File: src/common/video_adjust_defines.vh
// register map, field layout, reset values and fixed codes for the video adjust stage
//
// Overview of operation
// U chroma multiplied by 8-bit gain, gain = factor x 128, factor 0 to 2.
// V chroma multiplied by its own 8-bit gain, same scaling as U.
// active-video subcarrier phase offset is 0.17578125 deg times (hue - 128).
// hue ff gives largest positive shift, 00 largest negative, about +/-22.5 deg.
// brightness adds signed offset in seven low register bits to scaled luma.
// offset spans -7.5..15 IRE (PAL, no pedestal) or 0..22.5 IRE (pedestal).
// host avoids brightness codes 3f to 44 inclusive; output may be invalid.
// sharpness low nibble picks luma response: 0 is -4 dB, 12 +4 dB, 6 normal.
// sharpness acts only when luma filter select is 100 and sharp enable set.
// host writes zeros to upper four sharpness bits, they are reserved.
// low nibble gain applies at block borders, high nibble gain inside block.
// noise mode: gain 0..1 step 1/8 on sub-threshold filter output, subtracted.
// sharpness mode: gain 0..0.5 step 1/16 on above-threshold output, added.
// data coring gain applies to luma inside the block, not at its border.
// threshold is six-bit magnitude 0..63 compared with filtered luma amplitude.
// border width bit: four pixel transition when one, two pixels when zero.
// block size bit: 16x16 pixel blocks when set, 8x8 when clear.
// noise mode bit: zero subtracts noise, one boosts sharpness.
// three-bit input select chooses the luma filter whose passband is processed.
// four-bit block offset shifts the block grid by 0..15 pixels.
// brightness field is two's complement, one code about 0.496 IRE.
// register changes take effect from the next pixel, without glitches.
`ifndef VIDEO_ADJUST_DEFINES_VH
`define VIDEO_ADJUST_DEFINES_VH

`define SUB_U_GAIN 6'h1e
`define SUB_V_GAIN 6'h1f
`define SUB_HUE 6'h20
`define SUB_BRIGHT 6'h21
`define SUB_SHARP 6'h22
`define SUB_NR_GAINS 6'h23
`define SUB_NR_THRESH 6'h24
`define SUB_NR_CTRL 6'h25
`define SUB_STATUS 6'h3e

`define RST_U_GAIN 8'h80
`define RST_V_GAIN 8'h80
`define RST_HUE 8'h80
`define RST_BRIGHT 8'h00
`define RST_SHARP 4'h6
`define RST_NR_GAINS 8'h00
`define RST_NR_THRESH 8'h00
`define RST_NR_CTRL 8'h00

`define HUE_CENTRE 9'h080
`define SHARP_NORMAL 5'h06
`define LUMA_SEL_EXTENDED 3'h4
`define GAIN_UNITY_SHIFT 7
`define NR_SUB_SHIFT 3
`define NR_ADD_SHIFT 4
`define BRIGHT_SHIFT 2

`define THR_LSB 0
`define BORDER_WIDTH_BIT 6
`define BLOCK_SIZE_BIT 7
`define NR_MODE_BIT 3
`define GRID_OFF_LSB 4

`endif

File: src/rtl/pixel_fifo.v
// small flip-flop fifo with valid/ready on both sides
module pixel_fifo #(
  parameter WIDTH = 32,
  parameter DEPTH = 4,
  parameter AW = 2
) (
  input wire ref_clk_i, // clock
  input wire resetn_i, // async reset, active low
  input wire in_valid_i, // write request
  output wire in_ready_o, // space available
  input wire [WIDTH-1:0] in_data_i, // write data
  output wire out_valid_o, // data available
  input wire out_ready_i, // read accept
  output wire [WIDTH-1:0] out_data_o, // read data
  output wire full_o, // no space
  output wire empty_o // no data
);
  reg [WIDTH-1:0] mem_q [0:DEPTH-1];
  reg [AW-1:0] wr_q;
  reg [AW-1:0] rd_q;
  reg [AW:0] cnt_q;
  wire push;
  wire pop;
  integer i;

  assign full_o = (cnt_q == DEPTH[AW:0]);
  assign empty_o = (cnt_q == {(AW+1){1'b0}});
  assign in_ready_o = ~full_o;
  assign out_valid_o = ~empty_o;
  assign out_data_o = mem_q[rd_q];
  assign push = in_valid_i & ~full_o;
  assign pop = out_ready_i & ~empty_o;

  always @(posedge ref_clk_i or negedge resetn_i) begin
    if (!resetn_i) begin
      wr_q <= {AW{1'b0}};
      rd_q <= {AW{1'b0}};
      cnt_q <= {(AW+1){1'b0}};
      for (i = 0; i < DEPTH; i = i + 1) begin
        mem_q[i] <= {WIDTH{1'b0}};
      end
    end else begin
      if (push) begin
        mem_q[wr_q] <= in_data_i;
        wr_q <= (wr_q == DEPTH[AW-1:0] - 1'b1) ? {AW{1'b0}} : wr_q + 1'b1;
      end
      if (pop) begin
        rd_q <= (rd_q == DEPTH[AW-1:0] - 1'b1) ? {AW{1'b0}} : rd_q + 1'b1;
      end
      if (push && !pop) begin
        cnt_q <= cnt_q + 1'b1;
      end else if (pop && !push) begin
        cnt_q <= cnt_q - 1'b1;
      end
    end
  end
endmodule // pixel_fifo

File: src/rtl/video_color_dnr_control.v
// colour gain, hue, brightness, sharpness and block noise reduction stage with serial registers
`include "video_adjust_defines.vh"
module video_color_dnr_control #(
  parameter [6:0] DEV_ADDR = 7'h2a, // arbitrary serial device address
  parameter FIFO_DEPTH = 4,
  parameter FIFO_AW = 2
) (
  input wire ref_clk_i, // 40 MHz clock
  input wire resetn_i, // async reset, active low
  input wire scl_i, // serial clock pin
  input wire sda_i, // serial data pin level
  output wire sda_o, // serial data drive level, always low
  output wire sda_oe_o, // serial data pulls low when high
  input wire [2:0] luma_filter_sel_i, // luma filter select from mode logic
  input wire sharp_filter_enable_i, // sharpness filter enable
  input wire active_video_i, // high during active video, low around burst
  input wire in_valid_i, // input pixel valid
  output wire in_ready_o, // input pixel accepted
  input wire in_sol_i, // first pixel of a line
  input wire in_sof_i, // first pixel of a frame
  input wire [9:0] in_y_i, // luma, unsigned
  input wire [9:0] in_u_i, // U, two's complement
  input wire [9:0] in_v_i, // V, two's complement
  output wire out_valid_o, // output pixel valid
  input wire out_ready_i, // output pixel taken
  output wire [9:0] out_y_o, // processed luma
  output wire [9:0] out_u_o, // scaled U
  output wire [9:0] out_v_o, // scaled V
  output wire out_border_o, // pixel was in a block border
  output wire [8:0] hue_phase_o // signed phase offset, 0.17578125 deg steps
);
  localparam ST_IDLE = 3'd0;
  localparam ST_DEV = 3'd1;
  localparam ST_ACK = 3'd2;
  localparam ST_SUB = 3'd3;
  localparam ST_WR = 3'd4;
  localparam ST_RD = 3'd5;
  localparam ST_RACK = 3'd6;

  // pin synchronisers, level changes only once stages two and three agree
  reg [2:0] scl_s_q;
  reg [2:0] sda_s_q;
  reg scl_f_q;
  reg sda_f_q;
  reg scl_p_q;
  reg sda_p_q;
  always @(posedge ref_clk_i or negedge resetn_i) begin
    if (!resetn_i) begin
      scl_s_q <= 3'h7;
      sda_s_q <= 3'h7;
      scl_f_q <= 1'b1;
      sda_f_q <= 1'b1;
      scl_p_q <= 1'b1;
      sda_p_q <= 1'b1;
    end else begin
      scl_s_q <= {scl_s_q[1:0], scl_i};
      sda_s_q <= {sda_s_q[1:0], sda_i};
      if (scl_s_q[1] == scl_s_q[2]) begin
        scl_f_q <= scl_s_q[2];
      end
      if (sda_s_q[1] == sda_s_q[2]) begin
        sda_f_q <= sda_s_q[2];
      end
      scl_p_q <= scl_f_q;
      sda_p_q <= sda_f_q;
    end
  end
  wire scl_rise = scl_f_q & ~scl_p_q;
  wire scl_fall = ~scl_f_q & scl_p_q;
  wire start_det = scl_f_q & scl_p_q & sda_p_q & ~sda_f_q;
  wire stop_det = scl_f_q & scl_p_q & ~sda_p_q & sda_f_q;

  // register file
  reg [7:0] u_gain_q;
  reg [7:0] v_gain_q;
  reg [7:0] hue_phase_offset_q;
  reg [7:0] brightness_offset_q;
  reg [3:0] sharpness_select_q;
  reg [7:0] noise_coring_gains_q;
  reg [7:0] noise_threshold_block_q;
  reg [7:0] noise_control_q;
  reg last_border_q;
  wire fifo_full;
  wire fifo_empty;

  function [7:0] rd_mux;
    input [5:0] sub;
    begin
      case (sub)
        `SUB_U_GAIN: rd_mux = u_gain_q;
        `SUB_V_GAIN: rd_mux = v_gain_q;
        `SUB_HUE: rd_mux = hue_phase_offset_q;
        `SUB_BRIGHT: rd_mux = brightness_offset_q;
        `SUB_SHARP: rd_mux = {4'h0, sharpness_select_q};
        `SUB_NR_GAINS: rd_mux = noise_coring_gains_q;
        `SUB_NR_THRESH: rd_mux = noise_threshold_block_q;
        `SUB_NR_CTRL: rd_mux = noise_control_q;
        `SUB_STATUS: rd_mux = {5'h00, last_border_q, fifo_full, fifo_empty};
        default: rd_mux = 8'h00;
      endcase
    end
  endfunction

  // serial slave: device byte, sub-address, then write or read bytes with auto increment
  reg [2:0] st_q;
  reg [2:0] bit_q;
  reg [7:0] sh_q;
  reg [5:0] sub_q;
  reg rw_q;
  reg sub_done_q;
  reg oe_q;
  wire [7:0] byte_in = {sh_q[6:0], sda_f_q};
  wire [7:0] rd_byte = rd_mux(sub_q);
  assign sda_o = 1'b0;
  assign sda_oe_o = oe_q;

  always @(posedge ref_clk_i or negedge resetn_i) begin
    if (!resetn_i) begin
      st_q <= ST_IDLE;
      bit_q <= 3'h0;
      sh_q <= 8'h00;
      sub_q <= 6'h00;
      rw_q <= 1'b0;
      sub_done_q <= 1'b0;
      oe_q <= 1'b0;
      u_gain_q <= `RST_U_GAIN;
      v_gain_q <= `RST_V_GAIN;
      hue_phase_offset_q <= `RST_HUE;
      brightness_offset_q <= `RST_BRIGHT;
      sharpness_select_q <= `RST_SHARP;
      noise_coring_gains_q <= `RST_NR_GAINS;
      noise_threshold_block_q <= `RST_NR_THRESH;
      noise_control_q <= `RST_NR_CTRL;
    end else if (stop_det) begin
      st_q <= ST_IDLE;
      oe_q <= 1'b0;
    end else if (start_det) begin
      st_q <= ST_DEV;
      bit_q <= 3'h0;
      sub_done_q <= 1'b0;
      oe_q <= 1'b0;
    end else begin
      case (st_q)
        ST_DEV, ST_SUB, ST_WR: begin
          if (scl_rise) begin
            sh_q <= byte_in;
            bit_q <= bit_q + 3'h1;
            if (bit_q == 3'h7) begin
              st_q <= ST_ACK;
              if (st_q == ST_DEV) begin
                rw_q <= byte_in[0];
                if (byte_in[7:1] != DEV_ADDR) begin
                  st_q <= ST_IDLE;
                end
              end else if (st_q == ST_SUB) begin
                sub_q <= byte_in[5:0];
                sub_done_q <= 1'b1;
              end else begin
                // new values land between pixels, so each pixel sees one setting
                case (sub_q)
                  `SUB_U_GAIN: u_gain_q <= byte_in;
                  `SUB_V_GAIN: v_gain_q <= byte_in;
                  `SUB_HUE: hue_phase_offset_q <= byte_in;
                  `SUB_BRIGHT: brightness_offset_q <= byte_in;
                  `SUB_SHARP: sharpness_select_q <= byte_in[3:0]; // upper bits held at zero
                  `SUB_NR_GAINS: noise_coring_gains_q <= byte_in;
                  `SUB_NR_THRESH: noise_threshold_block_q <= byte_in;
                  `SUB_NR_CTRL: noise_control_q <= byte_in;
                  default: ;
                endcase
                sub_q <= sub_q + 6'h01;
              end
            end
          end
        end
        ST_ACK: begin
          if (scl_fall) begin
            if (!oe_q && bit_q == 3'h0) begin
              oe_q <= 1'b1;
            end else if (rw_q) begin
              sh_q <= rd_byte;
              oe_q <= ~rd_byte[7];
              sub_q <= sub_q + 6'h01;
              bit_q <= 3'h0;
              st_q <= ST_RD;
            end else begin
              oe_q <= 1'b0;
              bit_q <= 3'h0;
              st_q <= sub_done_q ? ST_WR : ST_SUB;
            end
          end
        end
        ST_RD: begin
          if (scl_rise) begin
            bit_q <= bit_q + 3'h1;
            if (bit_q == 3'h7) begin
              st_q <= ST_RACK;
            end
          end else if (scl_fall) begin
            sh_q <= {sh_q[6:0], 1'b0};
            oe_q <= ~sh_q[6];
          end
        end
        ST_RACK: begin
          if (scl_fall && oe_q) begin
            oe_q <= 1'b0;
          end else if (scl_rise) begin
            // master ack continues the read, a nack ends it
            st_q <= sda_f_q ? ST_IDLE : ST_ACK;
            bit_q <= 3'h1;
          end
        end
        default: begin
          oe_q <= 1'b0;
        end
      endcase
    end
  end
  // after a master ack, bit_q of one in ST_ACK loads the next byte on the coming fall

  // input buffering
  wire f_valid;
  wire f_ready;
  wire [31:0] f_data;
  pixel_fifo #(
    .WIDTH(32),
    .DEPTH(FIFO_DEPTH),
    .AW(FIFO_AW)
  ) u_fifo (
    .ref_clk_i(ref_clk_i),
    .resetn_i(resetn_i),
    .in_valid_i(in_valid_i),
    .in_ready_o(in_ready_o),
    .in_data_i({in_sof_i, in_sol_i, in_y_i, in_u_i, in_v_i}),
    .out_valid_o(f_valid),
    .out_ready_i(f_ready),
    .out_data_o(f_data),
    .full_o(fifo_full),
    .empty_o(fifo_empty)
  );

  reg out_valid_q;
  assign f_ready = ~out_valid_q | out_ready_i;
  wire take = f_valid & f_ready;
  wire p_sof = f_data[31];
  wire p_sol = f_data[30];
  wire [9:0] p_y = f_data[29:20];
  wire signed [9:0] p_u = f_data[19:10];
  wire signed [9:0] p_v = f_data[9:0];

  // block grid position
  reg [10:0] col_q;
  reg [10:0] row_q;
  reg [9:0] y_p1_q;
  reg [9:0] y_p2_q;
  wire [10:0] col_now = p_sol ? 11'h000 : col_q;
  wire [10:0] row_now = p_sof ? 11'h000 : (p_sol ? row_q + 11'h001 : row_q);
  wire [3:0] grid_off = noise_control_q[`GRID_OFF_LSB +: 4];
  wire [10:0] col_sh = col_now - {7'h00, grid_off};
  wire big_blk = noise_threshold_block_q[`BLOCK_SIZE_BIT];
  wire [3:0] bmask = big_blk ? 4'hf : 4'h7;
  // half the transition lies on each side of a block edge
  wire [3:0] bw = noise_threshold_block_q[`BORDER_WIDTH_BIT] ? 4'h2 : 4'h1;
  wire [3:0] cpos = col_sh[3:0] & bmask;
  wire [3:0] rpos = row_now[3:0] & bmask;
  wire in_border = (cpos < bw) | (cpos > bmask - bw) | (rpos < bw) | (rpos > bmask - bw);

  function [9:0] clip_u10;
    input signed [15:0] v;
    begin
      if (v < 16'sd0) begin
        clip_u10 = 10'h000;
      end else if (v > 16'sd1023) begin
        clip_u10 = 10'h3ff;
      end else begin
        clip_u10 = v[9:0];
      end
    end
  endfunction

  function [9:0] chroma_scale;
    input signed [9:0] c;
    input [7:0] g;
    reg signed [18:0] prod;
    begin
      prod = c * $signed({1'b0, g});
      prod = prod >>> `GAIN_UNITY_SHIFT;
      if (prod > 19'sd511) begin
        chroma_scale = 10'h1ff;
      end else if (prod < -19'sd512) begin
        chroma_scale = 10'h200;
      end else begin
        chroma_scale = prod[9:0];
      end
    end
  endfunction

  // luma datapath
  reg signed [11:0] hp;
  reg [11:0] mag;
  reg [3:0] gain;
  reg signed [15:0] corr;
  reg signed [15:0] ysum;
  reg signed [4:0] sh_gain;
  always @* begin
    hp = 12'sd0;
    corr = 16'sd0;
    sh_gain = 5'sd0;
    // input filter choice sets the passband that is cored
    case (noise_control_q[2:0])
      3'h0: hp = $signed({2'b00, p_y}) - $signed({2'b00, y_p1_q});
      3'h1: hp = ($signed({2'b00, p_y}) - $signed({2'b00, y_p1_q})) >>> 1;
      3'h2: hp = ($signed({2'b00, p_y}) - $signed({2'b00, y_p2_q})) >>> 1;
      3'h3: hp = ($signed({2'b00, p_y}) - $signed({2'b00, y_p2_q})) >>> 2;
      default: hp = ($signed({1'b0, p_y, 1'b0}) - $signed({2'b00, y_p1_q})
                     - $signed({2'b00, y_p2_q})) >>> 2;
    endcase
    mag = hp[11] ? 12'd0 - hp : hp;
    gain = in_border ? noise_coring_gains_q[3:0] : noise_coring_gains_q[7:4];
    if (noise_control_q[`NR_MODE_BIT]) begin
      if (mag > {6'h00, noise_threshold_block_q[5:0]}) begin
        corr = (hp * $signed({1'b0, gain})) >>> `NR_ADD_SHIFT;
      end
    end else begin
      if (mag < {6'h00, noise_threshold_block_q[5:0]}) begin
        corr = -((hp * $signed({1'b0, gain})) >>> `NR_SUB_SHIFT);
      end
    end
    if (luma_filter_sel_i == `LUMA_SEL_EXTENDED && sharp_filter_enable_i) begin
      // code 6 is flat, each step about 2/3 dB of high band lift or cut
      sh_gain = $signed({1'b0, sharpness_select_q}) - $signed(`SHARP_NORMAL);
    end
    // brightness code is signed, four LSBs of the 10-bit scale per code
    ysum = $signed({6'h00, p_y}) + corr + ((hp * sh_gain) >>> 4)
           + ($signed({{9{brightness_offset_q[6]}}, brightness_offset_q[6:0]})
              <<< `BRIGHT_SHIFT);
  end

  reg [9:0] y_q;
  reg [9:0] u_q;
  reg [9:0] v_q;
  reg border_q;
  reg [8:0] hue_q;
  always @(posedge ref_clk_i or negedge resetn_i) begin
    if (!resetn_i) begin
      out_valid_q <= 1'b0;
      col_q <= 11'h000;
      row_q <= 11'h000;
      y_p1_q <= 10'h000;
      y_p2_q <= 10'h000;
      y_q <= 10'h000;
      u_q <= 10'h000;
      v_q <= 10'h000;
      border_q <= 1'b0;
      last_border_q <= 1'b0;
      hue_q <= 9'h000;
    end else begin
      // offset is zero outside active video so burst keeps reference phase
      hue_q <= active_video_i ? ({1'b0, hue_phase_offset_q} - `HUE_CENTRE) : 9'h000;
      if (take) begin
        out_valid_q <= 1'b1;
        col_q <= col_now + 11'h001;
        row_q <= row_now;
        y_p2_q <= p_sol ? p_y : y_p1_q;
        y_p1_q <= p_y;
        y_q <= clip_u10(ysum);
        u_q <= chroma_scale(p_u, u_gain_q);
        v_q <= chroma_scale(p_v, v_gain_q);
        border_q <= in_border;
        last_border_q <= in_border;
      end else if (out_ready_i) begin
        out_valid_q <= 1'b0;
      end
    end
  end

  assign out_valid_o = out_valid_q;
  assign out_y_o = y_q;
  assign out_u_o = u_q;
  assign out_v_o = v_q;
  assign out_border_o = border_q;
  assign hue_phase_o = hue_q;
endmodule // video_color_dnr_control

File: config.mk
export PLATFORM = sky130hd
export DESIGN_NAME = video_color_dnr_control
export DESIGN_NICKNAME = d
export VERILOG_FILES = /design/src/rtl/pixel_fifo.v /design/src/rtl/video_color_dnr_control.v
export VERILOG_INCLUDE_DIRS = /design/src /design/src/common
export SDC_FILE = /design/constraint.sdc
export NUM_CORES = 1
export LEC_CHECK = 0
export BUFFER_PORTS_ARGS = -buffer_cell sky130_fd_sc_hd__buf_2
export CORE_ASPECT_RATIO = 1.1
export CORE_MARGIN = 10
export CORE_UTILIZATION = 53
export CTS_CLUSTER_DIAMETER = 150
export DETAILED_ROUTE_END_ITERATION = 8
export PLACE_DENSITY_LB_ADDON = 0.2
export SLEW_MARGIN = 20
export SYNTH_ARGS = -nofsm -noshare
export SYNTH_HDL_FRONTEND = slang
export SYNTH_SLANG_ARGS = --single-unit
File: constraint.sdc
create_clock -name ref_clk_i -period 18.21 [get_ports ref_clk_i]
set_clock_uncertainty 0.05 [all_clocks]
set_input_delay 0 -clock ref_clk_i [delete_from_list [all_inputs] [get_ports ref_clk_i]]
set_output_delay 0 -clock ref_clk_i [all_outputs]
set_load 0.03 [all_outputs]
==> results.sh <==
export IMPL_cts_htree_levels=2
export IMPL_vias=20120
export IMPL_synth_area_per_cell_um2=9.903
export IMPL_finalHoldViolations=0
export IMPL_crit_path_max_fanout=37
export IMPL_path_clk_slew_ns=0.06
export IMPL_finalCritPeriodShare=0.6817
export IMPL_p_leak_uw=0.01439
export IMPL_initial_utilization=0.5363
export IMPL_synthesis_nets=3190
export IMPL_dp_hpwl_um=51590
export IMPL_critPathLaunchType="flop"
export IMPL_reg2reg_depth=43
export IMPL_vdd_drop_max_mv=0.1228
export IMPL_dp_cells=3374
export IMPL_cts_tree="built"
export IMPL_ant_nets=0
export IMPL_clkSinkCount=295
export IMPL_seq_area_frac_synth=0.2746
export IMPL_wl_per_cell_um=19.59
export IMPL_cts_buffers=34
export IMPL_synthCells=2721
export IMPL_place_ws_ns=5.785
export IMPL_use_met2=0.3832
export IMPL_die_area_um2=60270
export IMPL_rsz0062_at_grt="false"
export IMPL_die_y_um=256.5
export IMPL_cp_startpoint="u_fifo.rd_q[0]"
export IMPL_status="finished, final reports clean"
export IMPL_relSlewSlack=0.2153
export IMPL_postCtsHoldBufs=38
export IMPL_crit_family="compound AO/OA/AOI/OAI gates"
export IMPL_grt_pass1_wl_um=111200
export IMPL_synth_edf_count=0
export IMPL_postCtsSetupBuffers=0
export IMPL_hold_ws_ns=0.06816
export IMPL_critPathCaptureType="flop"
export IMPL_mappedNetlistArea_um2=26950
export IMPL_place_port_buffers=85
export IMPL_drive_above_1_share=0.1517
export IMPL_cpPeakStageDelay_ns=0.93
export IMPL_power_density_nw_per_um2=170.6
export IMPL_final_setup_viol_count=0
export IMPL_routed_wl_um=68020
export IMPL_final_common_cell="inv_1"
export IMPL_fin_setup_tns_ns=0
export IMPL_crit_top_cell="ha_1"
export IMPL_crit_end="out_y_o[6]"
export IMPL_ios=87
export IMPL_area_growth_synth_to_final_pct=8.915
export IMPL_drt_iter0_drc=1121
export IMPL_worst_slack_ns=5.797
export IMPL_synth_async_reset_ratio=1.000
export IMPL_synthFlopType="dfrtp_1"
export IMPL_layout_common_cells="332 x inv_1, 279 x dfrtp_1, 226 x nand2_1, 223 x fa_1, 203 x ha_1"
export IMPL_grt_max_degree=167
export IMPL_antenna_found_initial=4
export IMPL_grt_util_met1=0.2859
export IMPL_ys_ff_latch=295
export IMPL_cp_num_buf_inv=3
export IMPL_grt_overflow_total=0
export IMPL_drt_first_pass_iters=6
export IMPL_reg2reg_to="out_y_o[6]"
export IMPL_die_w_um=235.0
export IMPL_yosysWarnings=0
export IMPL_synth_distinct_cells=102
export IMPL_required_ns=18.54
export IMPL_gr_usage_met3=0.02738
export IMPL_r2r_start="u_fifo.rd_q[0]"
export IMPL_worstMarginPinSlew_ns=1.175
export IMPL_drc=0
export IMPL_place_gp_congestion=0.9281
export IMPL_fp_row_count=86
export IMPL_cp_depth=43
export IMPL_vias_per_cell=5.795
export IMPL_finalMaxSlewViolations=0
export IMPL_p_total_uw=5007
export IMPL_fmax_mhz=80.56
export IMPL_grt_pass1_vias=20900
export IMPL_clk_latency_ns=0.53
export IMPL_final_cells=3472
export IMPL_path_class="flop to flop"
export IMPL_drv_cap=0
export IMPL_cts_resized=0
export IMPL_layout_min_cycle_time_ns=12.41
export IMPL_grt_usage=0.2232
export IMPL_cp_arrival_ns=12.74
export IMPL_ff2ff_setup_slack_ns=5.80
export IMPL_n_fill_cell=4274
export IMPL_core_um2=50250
export IMPL_cpMaxStageDelayCell="mux4_2"
export IMPL_busiest_layer="met2"
export IMPL_fin_nets=3257
export IMPL_hold_class="input port to flop"
export IMPL_max_clock_path_buffers=3
export IMPL_root_buffer="clkbuf_16"
-- sequential cells by signal, summed over array words and instances (netlist names), 8 cells and up --
| name | count |
|---|---|
| out_u_o | 10 |
| v_gain_q | 8 |
| brightness_offset_q | 8 |
| y_p1_q | 10 |
| noise_threshold_block_q | 8 |
| noise_coring_gains_q | 8 |
| out_y_o | 10 |
| u_gain_q | 8 |
| out_v_o | 10 |
| noise_control_q | 8 |
| y_p2_q | 10 |
| hue_phase_o | 8 |
| hue_phase_offset_q | 8 |
| u_fifo.mem_q | 128 |
-- metrics by stage --
stage               area [um2]    util
floorplan                26950       -
global placement         27920  0.5555
detailed placement       27920  0.5555
CTS                      29340  0.5839
global route             29350  0.5841
finish                   29350  0.5841
-- worst register-to-register path: cells and delay by family, from the launching register on --
kind / cells / cell delay (ns)
AO/OA/AOI/OAI: 16 / 3.91
XOR/XNOR: 3 / 0.50
adder cells (fa/ha/maj): 9 / 3.64
buffers and inverters: 3 / 0.66
flip-flops: 1 / 0.34
multiplexers: 2 / 1.75
AND/OR/NAND/NOR: 10 / 1.44
-- report_power, final --
| part | total [uW] | leakage, uW | internal [uW] | switching [uW] |
|---|---|---|---|---|
| registers | 1050 | 0.00366 | 891 | 160 |
| clock network | 657 | 0.000519 | 378 | 279 |
| logic | 3300 | 0.0102 | 1280 | 2020 |
-- worst min path at each step --
stage	from	end	depth (start not counted)	slack, ns
floorplan	resetn_i	bit_q[0]	0	-0.35
global placement	scl_i	scl_s_q[0]	1	0.05
detailed placement	sda_i	sda_s_q[0]	1	0.06
CTS	sda_i	sda_s_q[0]	2	0.03
global route	scl_i	scl_s_q[0]	2	0.06
finish	sda_i	sda_s_q[0]	2	0.07
-- layer usage --
| metal | wire length, um | vias up |
|---|---|---|
| li1 | - | 9378 |
| met3 | 3021 | 130 |
| met5 | 13 | - |
| met2 | 33550 | 501 |
| met1 | 29160 | 10110 |
| met4 | 2272 | 2 |
-- logic make-up after synthesis --
logic type,Yosys count,share of synthesized area
AO/OA/AOI/OAI,453,0.1132
XOR/XNOR,101,0.03431
adder cells (fa/ha/maj),428,0.2607
buffers and inverters,442,0.06291
flip-flops,295,0.2746
multiplexers,236,0.1115
other,1,0.0001392
AND/OR/NAND/NOR,765,0.1425
-- Yosys cell counts, types with 44 or more instances --
master	count	share of area
a21oi_1	118	0.022
and2_1	124	0.029
clkbuf_1	81	0.011
dfrtp_1	280	0.26
fa_1	223	0.17
ha_1	203	0.094
inv_1	332	0.046
mux2_2	194	0.081
nand2_1	226	0.031
nand3_1	44	0.0082
nor2_1	171	0.024
o21ai_0	95	0.018
xnor2_1	67	0.022
-- final cells by class --
cell class | count | area (um2) | share of cell area
Clock buffer | 49 | 988.4 | 0.03368
Timing Repair Buffer | 139 | 948.4 | 0.03231
Multi-Input combinational cell | 1984 | 17860 | 0.6086
Tap cell | 660 | 825.8 | 0.02814
Inverter | 334 | 1256 | 0.04280
Antenna cell | 3 | 7.507 | 0.0002558
Clock inverter | 8 | 57.56 | 0.001961
Sequential cell | 295 | 7402 | 0.2522
Power figures use the tool's default switching activity.
